$ cat src/hdl/status_filter_pkg.sv
// Constants, encodings and bit layouts shared by the status transition filter files.
// Assumes one 20 MHz core clock and a synchronous active-low reset.

package status_filter_pkg;

    localparam int REG_W = 16;
    localparam int SET_SEL_W = 3;

    // Register set selectors.
    localparam logic [2:0] SET_MEAS = 3'h0;
    localparam logic [2:0] SET_QUES = 3'h1;
    localparam logic [2:0] SET_OPER = 3'h2;
    localparam logic [2:0] SET_TRIG = 3'h3;
    localparam logic [2:0] SET_ARM = 3'h4;
    localparam logic [2:0] SET_SEQ = 3'h5;
    localparam int NUM_SETS = 6;

    // Implemented bits of each set; all other mask bits are fixed at zero.
    localparam logic [15:0] IMPL_MEAS = 16'h0BBF;
    localparam logic [15:0] IMPL_QUES = 16'h4110;
    localparam logic [15:0] IMPL_OPER = 16'h0463;
    localparam logic [15:0] IMPL_TRIG = 16'h0002;
    localparam logic [15:0] IMPL_ARM = 16'h0002;
    localparam logic [15:0] IMPL_SEQ = 16'h0006;

    // Bit positions of the measurement set.
    localparam int MEAS_OVERFLOW = 0;
    localparam int MEAS_LOW1 = 1;
    localparam int MEAS_HIGH1 = 2;
    localparam int MEAS_LOW2 = 3;
    localparam int MEAS_HIGH2 = 4;
    localparam int MEAS_READY = 5;
    localparam int MEAS_BUF_AVAIL = 7;
    localparam int MEAS_BUF_HALF = 8;
    localparam int MEAS_BUF_FULL = 9;
    localparam int MEAS_BUF_PRETRIG = 11;
    // Questionable set.
    localparam int QUES_TEMP = 4;
    localparam int QUES_CAL = 8;
    localparam int QUES_WARN = 14;
    // Operation set.
    localparam int OPER_CAL = 0;
    localparam int OPER_MEAS = 1;
    localparam int OPER_TRIG = 5;
    localparam int OPER_ARM = 6;
    localparam int OPER_IDLE = 10;
    // Trigger, arm and sequence sets.
    localparam int TRIG_LAYER = 1;
    localparam int ARM_LAYER = 1;
    localparam int SEQ_LAYER1 = 1;
    localparam int SEQ_LAYER2 = 2;

    // Reset values match the preset state of the masks.
    localparam logic [15:0] RISE_RESET = 16'hFFFF;
    localparam logic [15:0] FALL_RESET = 16'h0000;
    localparam logic [15:0] EVENT_RESET = 16'h0000;

    typedef enum logic [2:0] {
        OP_WRITE_RISE,
        OP_WRITE_FALL,
        OP_READ_RISE,
        OP_READ_FALL,
        OP_READ_EVENT,
        OP_CLEAR_EVENT,
        OP_PRESET,
        OP_NONE
    } cmd_op_t;

endpackage

$ cat src/hdl/transition_slice.sv
// One register set: condition history, rise and fall masks, sticky event bits.
// Assumes the condition vector is synchronous to the core clock.
`timescale 1ns/1ps

module transition_slice
    import status_filter_pkg::*;
#(
    parameter logic [15:0] IMPL = 16'hFFFF
) (
    input wire logic core_clk_i,
    input wire logic rst_b_i,
    input wire logic [REG_W-1:0] cond_i,
    input wire logic wr_rise_i,
    input wire logic wr_fall_i,
    input wire logic [REG_W-1:0] wr_data_i,
    input wire logic preset_i,
    input wire logic clear_i,
    output logic [REG_W-1:0] rise_o,
    output logic [REG_W-1:0] fall_o,
    output logic [REG_W-1:0] event_o
);

    typedef struct packed {
        logic primed;
        logic [REG_W-1:0] cond_prev;
        logic [REG_W-1:0] rise;
        logic [REG_W-1:0] fall;
        logic [REG_W-1:0] event_bits;
    } slice_state_t;

    slice_state_t state_reg;
    slice_state_t state_next;
    logic [REG_W-1:0] rose;
    logic [REG_W-1:0] fell;
    logic [REG_W-1:0] hit;

    // ************************************************************
    // Edge filter
    // ************************************************************
    always_comb begin
        // The first cycle after reset only records history, so a condition
        // already high at release is not mistaken for a fresh rising edge.
        rose = cond_i & ~state_reg.cond_prev & {REG_W{state_reg.primed}};
        fell = ~cond_i & state_reg.cond_prev & {REG_W{state_reg.primed}};
        hit = ((rose & state_reg.rise) | (fell & state_reg.fall)) & IMPL;

        state_next = state_reg;
        state_next.primed = 1'b1;
        state_next.cond_prev = cond_i;
        if (preset_i) begin
            state_next.rise = IMPL;
            state_next.fall = FALL_RESET;
        end else begin
            if (wr_rise_i) begin
                state_next.rise = wr_data_i & IMPL;
            end
            if (wr_fall_i) begin
                state_next.fall = wr_data_i & IMPL;
            end
        end
        // A new edge in the clearing cycle survives the clear.
        if (clear_i) begin
            state_next.event_bits = hit;
        end else begin
            state_next.event_bits = state_reg.event_bits | hit;
        end
    end

    always_ff @(posedge core_clk_i) begin
        if (!rst_b_i) begin
            state_reg.primed <= 1'b0;
            state_reg.cond_prev <= '0;
            state_reg.rise <= RISE_RESET & IMPL;
            state_reg.fall <= FALL_RESET;
            state_reg.event_bits <= EVENT_RESET;
        end else begin
            state_reg <= state_next;
        end
    end

    assign rise_o = state_reg.rise;
    assign fall_o = state_reg.fall;
    assign event_o = state_reg.event_bits;

endmodule // transition_slice

$ cat src/hdl/status_transition_filter.sv
// Top of the status transition filters: live condition inputs, command port, event outputs.
// Assumes status commands arrive as single-cycle strobes synchronous to core_clk_i.
`timescale 1ns/1ps

module status_transition_filter
    import status_filter_pkg::*;
(
    input wire logic core_clk_i,
    input wire logic rst_b_i,
    // Measurement conditions.
    input wire logic reading_overflow_i,
    input wire logic low_limit1_i,
    input wire logic high_limit1_i,
    input wire logic low_limit2_i,
    input wire logic high_limit2_i,
    input wire logic reading_ready_flag_i,
    input wire logic buffer_avail_flag_i,
    input wire logic buffer_half_flag_i,
    input wire logic buffer_full_flag_i,
    input wire logic buffer_pretrig_flag_i,
    // Questionable conditions.
    input wire logic ref_junction_bad_i,
    input wire logic cal_const_bad_i,
    input wire logic cmd_warning_i,
    // Operation conditions.
    input wire logic calibrating_i,
    input wire logic measuring_i,
    input wire logic trigger_layer_i,
    input wire logic arm_layer_i,
    input wire logic idle_i,
    // Sequence conditions.
    input wire logic arm_layer_one_flag_i,
    input wire logic arm_layer_two_flag_i,
    // Status command port.
    input wire logic cmd_valid_i,
    input wire logic [2:0] cmd_op_i,
    input wire logic [SET_SEL_W-1:0] cmd_set_i,
    input wire logic [REG_W-1:0] cmd_data_i,
    output logic rsp_valid_o,
    output logic [REG_W-1:0] rsp_data_o,
    // Event registers.
    output logic [REG_W-1:0] meas_event_o,
    output logic [REG_W-1:0] ques_event_o,
    output logic [REG_W-1:0] oper_event_o,
    output logic [REG_W-1:0] trig_event_o,
    output logic [REG_W-1:0] arm_event_o,
    output logic [REG_W-1:0] seq_event_o
);

    typedef struct packed {
        logic rsp_valid;
        logic [REG_W-1:0] rsp_data;
    } top_state_t;

    localparam logic [NUM_SETS*REG_W-1:0] IMPL_ALL =
        {IMPL_SEQ, IMPL_ARM, IMPL_TRIG, IMPL_OPER, IMPL_QUES, IMPL_MEAS};

    top_state_t state_reg;
    top_state_t state_next;
    cmd_op_t op;
    logic [REG_W-1:0] cond [NUM_SETS];
    logic [REG_W-1:0] rise [NUM_SETS];
    logic [REG_W-1:0] fall [NUM_SETS];
    logic [REG_W-1:0] events [NUM_SETS];
    logic [NUM_SETS-1:0] wr_rise;
    logic [NUM_SETS-1:0] wr_fall;
    logic [NUM_SETS-1:0] clear;
    logic preset;

    // Turns a set number into a one-hot select; codes above the last set select nothing.
    function automatic logic [NUM_SETS-1:0] set_onehot(input logic [SET_SEL_W-1:0] sel);
        logic [NUM_SETS-1:0] oh;
        oh = '0;
        if (sel < SET_SEL_W'(NUM_SETS)) begin
            oh[sel] = 1'b1;
        end
        return oh;
    endfunction

    // ************************************************************
    // Condition registers
    // ************************************************************
    // Each condition vector is the live state; the slices keep the history.
    always_comb begin
        for (int s = 0; s < NUM_SETS; s++) begin
            cond[s] = '0;
        end
        cond[SET_MEAS][MEAS_OVERFLOW] = reading_overflow_i;
        cond[SET_MEAS][MEAS_LOW1] = low_limit1_i;
        cond[SET_MEAS][MEAS_HIGH1] = high_limit1_i;
        cond[SET_MEAS][MEAS_LOW2] = low_limit2_i;
        cond[SET_MEAS][MEAS_HIGH2] = high_limit2_i;
        cond[SET_MEAS][MEAS_READY] = reading_ready_flag_i;
        cond[SET_MEAS][MEAS_BUF_AVAIL] = buffer_avail_flag_i;
        cond[SET_MEAS][MEAS_BUF_HALF] = buffer_half_flag_i;
        cond[SET_MEAS][MEAS_BUF_FULL] = buffer_full_flag_i;
        cond[SET_MEAS][MEAS_BUF_PRETRIG] = buffer_pretrig_flag_i;
        cond[SET_QUES][QUES_TEMP] = ref_junction_bad_i;
        cond[SET_QUES][QUES_CAL] = cal_const_bad_i;
        cond[SET_QUES][QUES_WARN] = cmd_warning_i;
        cond[SET_OPER][OPER_CAL] = calibrating_i;
        cond[SET_OPER][OPER_MEAS] = measuring_i;
        cond[SET_OPER][OPER_TRIG] = trigger_layer_i;
        cond[SET_OPER][OPER_ARM] = arm_layer_i;
        cond[SET_OPER][OPER_IDLE] = idle_i;
        cond[SET_TRIG][TRIG_LAYER] = trigger_layer_i;
        cond[SET_ARM][ARM_LAYER] = arm_layer_i;
        cond[SET_SEQ][SEQ_LAYER1] = arm_layer_one_flag_i;
        cond[SET_SEQ][SEQ_LAYER2] = arm_layer_two_flag_i;
    end

    // ************************************************************
    // Command decode
    // ************************************************************
    always_comb begin
        op = cmd_valid_i ? cmd_op_t'(cmd_op_i) : OP_NONE;
        wr_rise = (op == OP_WRITE_RISE) ? set_onehot(cmd_set_i) : '0;
        wr_fall = (op == OP_WRITE_FALL) ? set_onehot(cmd_set_i) : '0;
        clear = (op == OP_CLEAR_EVENT) ? set_onehot(cmd_set_i) : '0;
        preset = (op == OP_PRESET);
    end

    // ************************************************************
    // Filter slices
    // ************************************************************
    for (genvar s = 0; s < NUM_SETS; s++) begin : g_set
        transition_slice #(
            .IMPL(IMPL_ALL[s*REG_W +: REG_W])
        ) u_slice (
            .core_clk_i(core_clk_i),
            .rst_b_i(rst_b_i),
            .cond_i(cond[s]),
            .wr_rise_i(wr_rise[s]),
            .wr_fall_i(wr_fall[s]),
            .wr_data_i(cmd_data_i),
            .preset_i(preset),
            .clear_i(clear[s]),
            .rise_o(rise[s]),
            .fall_o(fall[s]),
            .event_o(events[s])
        );
    end

    // ************************************************************
    // Query response
    // ************************************************************
    // Reads answer one cycle after the strobe; an unknown set reads as zero.
    always_comb begin
        state_next = state_reg;
        state_next.rsp_valid = 1'b0;
        if (op == OP_READ_RISE || op == OP_READ_FALL || op == OP_READ_EVENT) begin
            state_next.rsp_valid = 1'b1;
            state_next.rsp_data = '0;
            if (cmd_set_i < SET_SEL_W'(NUM_SETS)) begin
                case (op)
                    OP_READ_RISE: state_next.rsp_data = rise[cmd_set_i];
                    OP_READ_FALL: state_next.rsp_data = fall[cmd_set_i];
                    default: state_next.rsp_data = events[cmd_set_i];
                endcase
            end
        end
    end

    always_ff @(posedge core_clk_i) begin
        if (!rst_b_i) begin
            state_reg.rsp_valid <= 1'b0;
            state_reg.rsp_data <= '0;
        end else begin
            state_reg <= state_next;
        end
    end

    assign rsp_valid_o = state_reg.rsp_valid;
    assign rsp_data_o = state_reg.rsp_data;
    assign meas_event_o = events[SET_MEAS];
    assign ques_event_o = events[SET_QUES];
    assign oper_event_o = events[SET_OPER];
    assign trig_event_o = events[SET_TRIG];
    assign arm_event_o = events[SET_ARM];
    assign seq_event_o = events[SET_SEQ];

endmodule // status_transition_filter

$ cat config.mk
export PLATFORM = sky130hd
export DESIGN_NAME = status_transition_filter
export DESIGN_NICKNAME = d
export VERILOG_FILES = /design/src/hdl/status_filter_pkg.sv /design/src/hdl/transition_slice.sv /design/src/hdl/status_transition_filter.sv
export SDC_FILE = /design/constraint.sdc
export NUM_CORES = 1
export LEC_CHECK = 0
export BUFFER_PORTS_ARGS = -buffer_cell sky130_fd_sc_hd__buf_2
export CORE_MARGIN = 5
export CORE_UTILIZATION = 55
export DETAILED_ROUTE_END_ITERATION = 6
export PLACE_DENSITY = 0.79
export SLEW_MARGIN = 20
export SYNTH_ARGS = -nofsm -noshare
export SYNTH_HDL_FRONTEND = slang
export SYNTH_HIERARCHICAL = 1
export SYNTH_SLANG_ARGS = --single-unit
$ cat constraint.sdc
create_clock -name core_clk_i -period 4.4 [get_ports core_clk_i]
set_clock_uncertainty 0.1 [all_clocks]
set_input_delay 0.88 -clock core_clk_i [delete_from_list [all_inputs] [get_ports core_clk_i]]
set_output_delay 0.88 -clock core_clk_i [all_outputs]
set_load 0.05 [all_outputs]
==> flow_summary.yaml, run 1 <==
hold_path:
  hold_depth: 2
  worstHoldStart: "rsp_data_o[14]"
  min_to: "rsp_data_o[14]"
  hold_path_class: "flop to flop"
floorplan:
  rows: 46
  floorplan.initialDensity_pct: 55.9
  num_io_pins: 158
  die_h_um: 137
  core_sq_um: 15800
  die_w_um: 137
  die_area_sq_um: 18700
detailed_routing:
  wirelength_um: 21000
  via_count: 6261
  drc: 0
  vias_per_cell: 5.14
  avgRoutedWirePerCell_um: 17.3
  drt-initial-drc-count: 539
  final_antenna_net_count: 0
  dr.pass1.iters: 5
timing:
  worst_slack_ns: 1.58
  worst_hold_slack_ns: 0.353
  finalSetupViolations: 0
  period_needed_ns: 2.82
  finalHoldViolations: 0
  setup-tns-final_ns: 0
  tightestPinTransition_ns: 0.983
  relSlewSlack_pct: 34.3
  post-route-period-util_pct: 64.1
  slew_violations: 0
  fmax_ghz: 0.354
  rsz0062_at_grt: "no"
critical_path:
  startpoint: "cmd_set_i[2]"
  r2r-end: "rsp_data_o[2]"
  required_ns: 4.55
  crit_fanout: 31
  r2r_cells: 4
  r2r_setup_slack_ns: 2.73
  cp_cell_sequence: "buf_2 -> nor2b_1 -> nand2_1 -> nor2_1 -> mux2i_1 -> nor2_1"
  arrival_ns: 2.97
  cp-start-kind: "input pin"
  worstSetupPathType: "input pin to flop"
  cpMostUsedCell: "nor2_1"
  regToRegStartpoint: "g_set[5].u_slice/fall_o[2]"
  endpoint_kind: "flop"
  critPathBufInv: 1
  crit_path_max_incr_delay_ns: 0.65
  path_delay_family: "simple AND/OR/NAND/NOR gates"
  crit_slowest_cell: "nor2b_1"
cts:
  cts_setup_buffers: 0
  ctsHoldBuffers: 0
  clockBufferDepth: 2
  cts_root_buf: "clkbuf_16"
  tritoncts: "yes"
  numClockSinks: 111
  htreeDepth: 3
  worstSkewPairLatency_ns: 0.36
  cts_resized: 0
  clk_pin_slew_worst_paths_ns: 0.08
  cts_buffers: 9
power:
  vdd_drop_max_uv: 193
  power.density_nw_per_um2: 311
  power.leakage_nw: 3.58
synth:
  synth_area_sq_um: 8850
  avgSynthCellArea_sq_um: 8.77
  yosys_warnings: 6
  syn_inst: 1009
grt:
  antenna_found_initial: 2
  grt_pass1_wl_um: 32300
  grt_start_max_net_pins: 65
  grt_pass1_vias: 5964
  gr-total-overflow: 0
  grtUsageTotal_pct: 22.4
flow_run:
  cap_viol_max_count: 0
cells_and_area:
  final_cell_mix: "conb_1, dfxtp_1, mux2i_1"
  fin_nets: 1039
  largest_reg_flops: 28
  fin_area_sq_um: 8300
  final_common_cell: "conb_1"
  drive_above_1_share_pct: 15.2
  area_growth_pct: -6.21
  fin_util_pct: 52.4
status:
  status: "finished clean"
placed_design:
  pre_cts_ws_ns: 1.20
  dp_hpwl_um: 15600
  portBuffers: 80
  postPlaceCellArea_sq_um: 7960
  routabilityCongestion: 0.881
where the power goes:
part           internal (mW)  switching [mW]
registers               1.04          0.0268
logic                  0.168           0.436
clock network          0.518           0.391
total                   1.73           0.854
how the worst max path moves through the flow:
stage,to,slack (ns),depth (start not counted)
floorplan,g_set[0].u_slice/rise_o[0],2.10,7
global placement,g_set[2].u_slice/fall_o[1],1.35,6
detailed placement,g_set[2].u_slice/rise_o[1],1.20,6
CTS,g_set[2].u_slice/rise_o[5],1.58,6
global route,g_set[2].u_slice/fall_o[10],1.44,6
finish,g_set[2].u_slice/fall_o[5],1.58,6
worst register-to-register path, stage by stage, from the launching register on:
cell and delay (ns):
dfxtp_1 0.36, mux4_2 0.51, a221oi_2 0.31, a21oi_1 0.07
a22o_1 0.23
area by class of cell:
type                            count  area, sq um
Multi-Input combinational cell    773         4940
Clock buffer                       10          239
Timing Repair Buffer               94          508
Clock inverter                      6         91.3
Inverter                            5         18.8
Fill cell                        1493         7530
Sequential cell                   111         2220
Antenna cell                        3         7.51
Tap cell                          216          270
metal layers:
metal / wire length (um) / up-vias / track usage (%)
met5: 13 / - / 0
met4: 516 / 2 / 8.04
met3: 1710 / 29 / 5.15
met2: 9930 / 238 / 36.1
met1: 8840 / 2960 / 29.3
li1: - / 3032 / -
per-stage QoR:
step	power [mW]	std cells
global route	2.69	1216
detailed placement	1.68	1199
global placement	1.67	1199
finish	2.58	1218
floorplan	1.74	1225
CTS	2.58	1215
No activity file was read; power rests on OpenSTA's default activity.
==> run 2, diff against run 1 <==
Settings changed: CORE_UTILIZATION 55 to 52, PLACE_DENSITY 0.79 to 0.78.
Clock period 4.4 ns to 2.26 ns, I/O delays scaled along.
==> run 2 against run 1 <==
  * Critical path depth rose by 1
  * Via count rose by 4.3%
  * Power rose by 97%
  * Largest power group unchanged
==> flow_summary.yaml, run 2 (synthesis gave the netlist of run 1 again) <==
status:
  status: "finished clean"
critical_path:
  required_ns: 2.36
  startpoint: "cmd_valid_i"
  cp-start-kind: "input pin"
  r2r_setup_slack_ns: 0.60
  critPathBufInv: 2
  cp_cell_sequence: "buf_2 -> nor2b_1 -> nand2_1 -> nor4_2 -> buf_4 -> mux2i_1 -> nand2_1"
  endpoint_kind: "flop"
  crit_path_max_incr_delay_ns: 0.30
  r2r-end: "rsp_data_o[2]"
  worstSetupPathType: "input pin to flop"
  crit_slowest_cell: "nor2b_1"
  arrival_ns: 2.04
  regToRegStartpoint: "g_set[5].u_slice/fall_o[2]"
  cp.depth: 7
  r2r_cells: 4
  crit_end: "g_set[0].u_slice/rise_o[9]"
  path_delay_family: "simple AND/OR/NAND/NOR gates"
  cpMostUsedCell: "nand2_1"
  crit_fanout: 9
cts:
  cts_buffers: 9
  cts_root_buf: "clkbuf_16"
  worstSkewPairLatency_ns: 0.36
  clk_pin_slew_worst_paths_ns: 0.08
  clockBufferDepth: 2
  cts_setup_buffers: 0
  cts_resized: 0
  numClockSinks: 111
  ctsHoldBuffers: 0
  tritoncts: "yes"
  htreeDepth: 3
flow_run:
  cap_viol_max_count: 0
floorplan:
  die_w_um: 140
  rows: 47
  num_io_pins: 158
  die_h_um: 140
  core_sq_um: 16600
  floorplan.initialDensity_pct: 53.2
  die_area_sq_um: 19700
cells_and_area:
  fin_nets: 1075
  fillers: 1555
  area_growth_pct: -2.81
  final_common_cell: "conb_1"
  drive_above_1_share_pct: 18.1
  fin_util_pct: 51.7
  largest_reg_flops: 28
  final_cell_mix: "conb_1, dfxtp_1, mux2i_1"
  multi_input_area_sq_um: 4940
  area.sequential_sq_um: 2220
timing:
  post-route-period-util_pct: 85.8
  setup-tns-final_ns: 0
  tightestPinTransition_ns: 0.934
  period_needed_ns: 1.94
  finalSetupViolations: 0
  rsz0062_at_grt: "no"
  finalHoldViolations: 0
  relSlewSlack_pct: 37.6
  slew_violations: 0
  fmax_ghz: 0.516
detailed_routing:
  via_count: 6530
  final_antenna_net_count: 0
  drt-initial-drc-count: 547
  wirelength_um: 22400
  vias_per_cell: 5.20
  drc: 0
  dr.pass1.iters: 5
  avgRoutedWirePerCell_um: 17.8
grt:
  grt_pass1_vias: 6326
  antenna_found_initial: 2
  gr-total-overflow: 0
  grt_start_max_net_pins: 38
  grt_pass1_wl_um: 34800
  grtUsageTotal_pct: 22.2
power:
  intPower_mw: 3.37
  p_seq_share_pct: 41.0
  clockPowerShare_pct: 34.6
  power.density_nw_per_um2: 591
  power.leakage_nw: 3.76
  vdd_drop_max_uv: 373
  comb_power_share_pct: 24.4
  switching_share_pct: 33.6
  power.switching_mw: 1.70
hold_path:
  hold_path_class: "input pin to flop"
placed_design:
  routabilityCongestion: 0.913
  dp_hpwl_um: 17200
  portBuffers: 80
-- run 2: area by class of cell --
type / count / share of cell area (%)
Multi-Input combinational cell: 773 / 57.5
Clock inverter: 6 / 1.09
Timing Repair Buffer: 130 / 9.49
Sequential cell: 111 / 25.8
Clock buffer: 10 / 2.66
Tap cell: 220 / 3.20
Antenna cell: 1 / 0.0291
Inverter: 5 / 0.218
-- run 2: layer usage --
layer  global-route usage, %  routed length [um]  vias up
met4                    9.59                 779        2
met1                    28.6                9400     3123
li1                        -                   -     3106
met3                    5.21                1620       48
met5                       0                  13        -
met2                    35.6               10600      251
-- run 2: worst min path at each step --
| stage | start | end | slack [ns] | cells after the start |
|---|---|---|---|---|
| floorplan | g_set[3].u_slice/state_reg[64] | g_set[3].u_slice/event_o[1] | 0.33 | 1 |
| global placement | rsp_data_o[9] | rsp_data_o[9] | 0.33 | 2 |
| detailed placement | rsp_data_o[3] | rsp_data_o[3] | 0.34 | 2 |
| CTS | idle_i | g_set[2].u_slice/state_reg[58] | 0.22 | 2 |
| global route | high_limit1_i | g_set[0].u_slice/state_reg[50] | 0.23 | 2 |
| finish | calibrating_i | g_set[2].u_slice/state_reg[48] | 0.23 | 2 |
-- run 2: power by group through the flow --
stage / combinational, mW / clock [mW] / sequential (mW)
floorplan: 1.25 / 0 / 2.13
global placement: 1.19 / 0 / 2.12
detailed placement: 1.20 / 0 / 2.13
CTS: 1.20 / 1.78 / 2.08
global route: 1.33 / 1.85 / 2.09
finish: 1.24 / 1.76 / 2.08
-- run 2: worst reg2reg max path, cell delays in order, from the launching register on --
cell and delay (ns):
dfxtp_1 0.36, mux4_2 0.50, a221oi_2 0.33, a21oi_1 0.07, a22o_1 0.20
-- run 2: per-stage QoR --
| step | power (mW) | cells | hold WS (ns) | worst slack [ns] | area [sq um] |
|---|---|---|---|---|---|
| 6_report | 5.08 | 1256 | 0.229 | 0.321 | 8600 |
| 5_1_grt | 5.26 | 1256 | 0.232 | 0.282 | 8600 |
| 4_1_cts | 5.07 | 1255 | 0.218 | 0.446 | 8600 |
| 3_5_place_dp | 3.33 | 1239 | 0.337 | 0.0722 | 8270 |
| 3_3_place_gp | 3.31 | 1239 | 0.333 | 0.125 | 8270 |
| 2_1_floorplan | 3.38 | 1225 | 0.334 | 0.385 | 9660 |
==> run 3, diff against run 2 <==
Settings changed: CTS_BUF_LIST set to sky130_fd_sc_hd__clkbuf_16.
==> run 3 against run 2 <==
  * Utilization stayed put
  * Sequential power hardly changed
  * Fmax is 0.31% higher
  * Power hardly changed
  * Worst hold slack hardly changed
  * Count of clock-buffer cells in the layout is 1 lower
  * Register-to-register slack hardly changed
  * Sequential share of layout area stayed put
  * Clock power hardly changed
  * Combinational power hardly changed
==> flow_summary.yaml, run 3 (synthesis gave the netlist of run 1 again) <==
timing:
  setup-tns-final_ns: 0
  slew_violations: 0
  finalSetupViolations: 0
  rsz0062_at_grt: "no"
  finalHoldViolations: 0
  fmax_ghz: 0.517
  relSlewSlack_pct: 36.8
  tightestPinTransition_ns: 0.946
  post-route-period-util_pct: 85.5
  period_needed_ns: 1.93
hold_path:
  hold_depth: 2
  hold_path_class: "input pin to flop"
  min_to: "g_set[2].u_slice/state_reg[48]"
  worstHoldStart: "calibrating_i"
cts:
  cts_root_buf: "clkbuf_16"
  tritoncts: "yes"
  clk_pin_slew_worst_paths_ns: 0.08
  htreeDepth: 3
  ctsHoldBuffers: 0
  cts_resized: 0
  clockBufferDepth: 2
  cts_setup_buffers: 0
  numClockSinks: 111
  worstSkewPairLatency_ns: 0.36
  cts_buffers: 9
power:
  power.leakage_nw: 3.76
  power.density_nw_per_um2: 590
  vdd_drop_max_uv: 373
cells_and_area:
  final_cell_mix: "conb_1, dfxtp_1, mux2i_1"
  final_common_cell: "conb_1"
  fin_area_sq_um: 8600
  area_growth_pct: -2.81
  largest_reg_flops: 28
  fin_nets: 1075
  drive_above_1_share_pct: 18.1
  fin_util_pct: 51.7
grt:
  grt_pass1_wl_um: 34800
  antenna_found_initial: 2
  grt_pass1_vias: 6326
  grtUsageTotal_pct: 22.2
  grt_start_max_net_pins: 38
  gr-total-overflow: 0
detailed_routing:
  vias_per_cell: 5.18
  avgRoutedWirePerCell_um: 17.8
  dr.pass1.iters: 5
  drc: 0
  final_antenna_net_count: 0
  via_count: 6506
  drt-initial-drc-count: 551
  wirelength_um: 22400
placed_design:
  portBuffers: 80
  dp_hpwl_um: 17200
  routabilityCongestion: 0.913
  postPlaceCellArea_sq_um: 8270
critical_path:
  r2r-end: "rsp_data_o[2]"
  arrival_ns: 2.04
  required_ns: 2.36
  regToRegStartpoint: "g_set[5].u_slice/fall_o[2]"
  worstSetupPathType: "input pin to flop"
  endpoint_kind: "flop"
  r2r_cells: 4
  crit_fanout: 9
  cp-start-kind: "input pin"
  r2r_setup_slack_ns: 0.60
floorplan:
  floorplan.initialDensity_pct: 53.2
  num_io_pins: 158
  core_sq_um: 16600
  die_area_sq_um: 19700
  die_h_um: 140
  die_w_um: 140
  rows: 47
status:
  status: "finished clean"
flow_run:
  cap_viol_max_count: 0
run 3: critical path, stage by stage:
cell,delay [ns]
buf_2,0.17
nor2b_1,0.30
nand2_1,0.26
nor4_2,0.29
buf_4,0.25
mux2i_1,0.23
nand2_1,0.08
run 3: report_power, final:
| group | switching (mW) | leakage, nW | internal (mW) |
|---|---|---|---|
| registers | 0.0550 | 0.909 | 2.03 |
| clock network | 0.778 | 0.151 | 0.977 |
| logic | 0.871 | 2.70 | 0.368 |
| total | 1.70 | 3.76 | 3.37 |
run 3: layout make-up:
class | count | area [sq um]
inverter | 5 | 18.8
multi-input combinational | 773 | 4940
clock inverter | 7 | 97.6
clock buffer | 9 | 225
fill | 1555 | 8040
antenna | 1 | 2.50
tap | 220 | 275
timing repair buffer | 130 | 816
sequential | 111 | 2220
run 3: metal layers:
layer	share of wire (%)	wire, um	global-route usage, %	vias to the layer above
li1	-	-	-	3106
met1	42	9390	28.6	3101
met2	47	10600	35.6	253
met3	7.3	1640	5.21	44
met4	3.5	772	9.59	2
met5	0.058	13	0	-
run 3: through the flow:
stage	instances	setup slack, ns	power [mW]	hold slack [ns]
2_1_floorplan	1225	0.385	3.38	0.334
3_3_place_gp	1239	0.125	3.31	0.333
3_5_place_dp	1239	0.0722	3.33	0.337
4_1_cts	1255	0.446	5.06	0.218
5_1_grt	1256	0.282	5.26	0.232
6_report	1256	0.327	5.07	0.229
run 3: worst max path at each step:
stage,start,slack (ns),cells past startpoint,to
after floorplan,cmd_set_i[0],0.38,7,g_set[0].u_slice/rise_o[0]
after global placement,cmd_set_i[0],0.12,6,rsp_data_o[6]
after detailed placement,cmd_set_i[0],0.07,7,g_set[1].u_slice/rise_o[4]
after CTS,cmd_valid_i,0.45,7,g_set[0].u_slice/rise_o[9]
after global routing,cmd_valid_i,0.28,7,g_set[0].u_slice/rise_o[0]
final,cmd_valid_i,0.33,7,g_set[0].u_slice/rise_o[9]
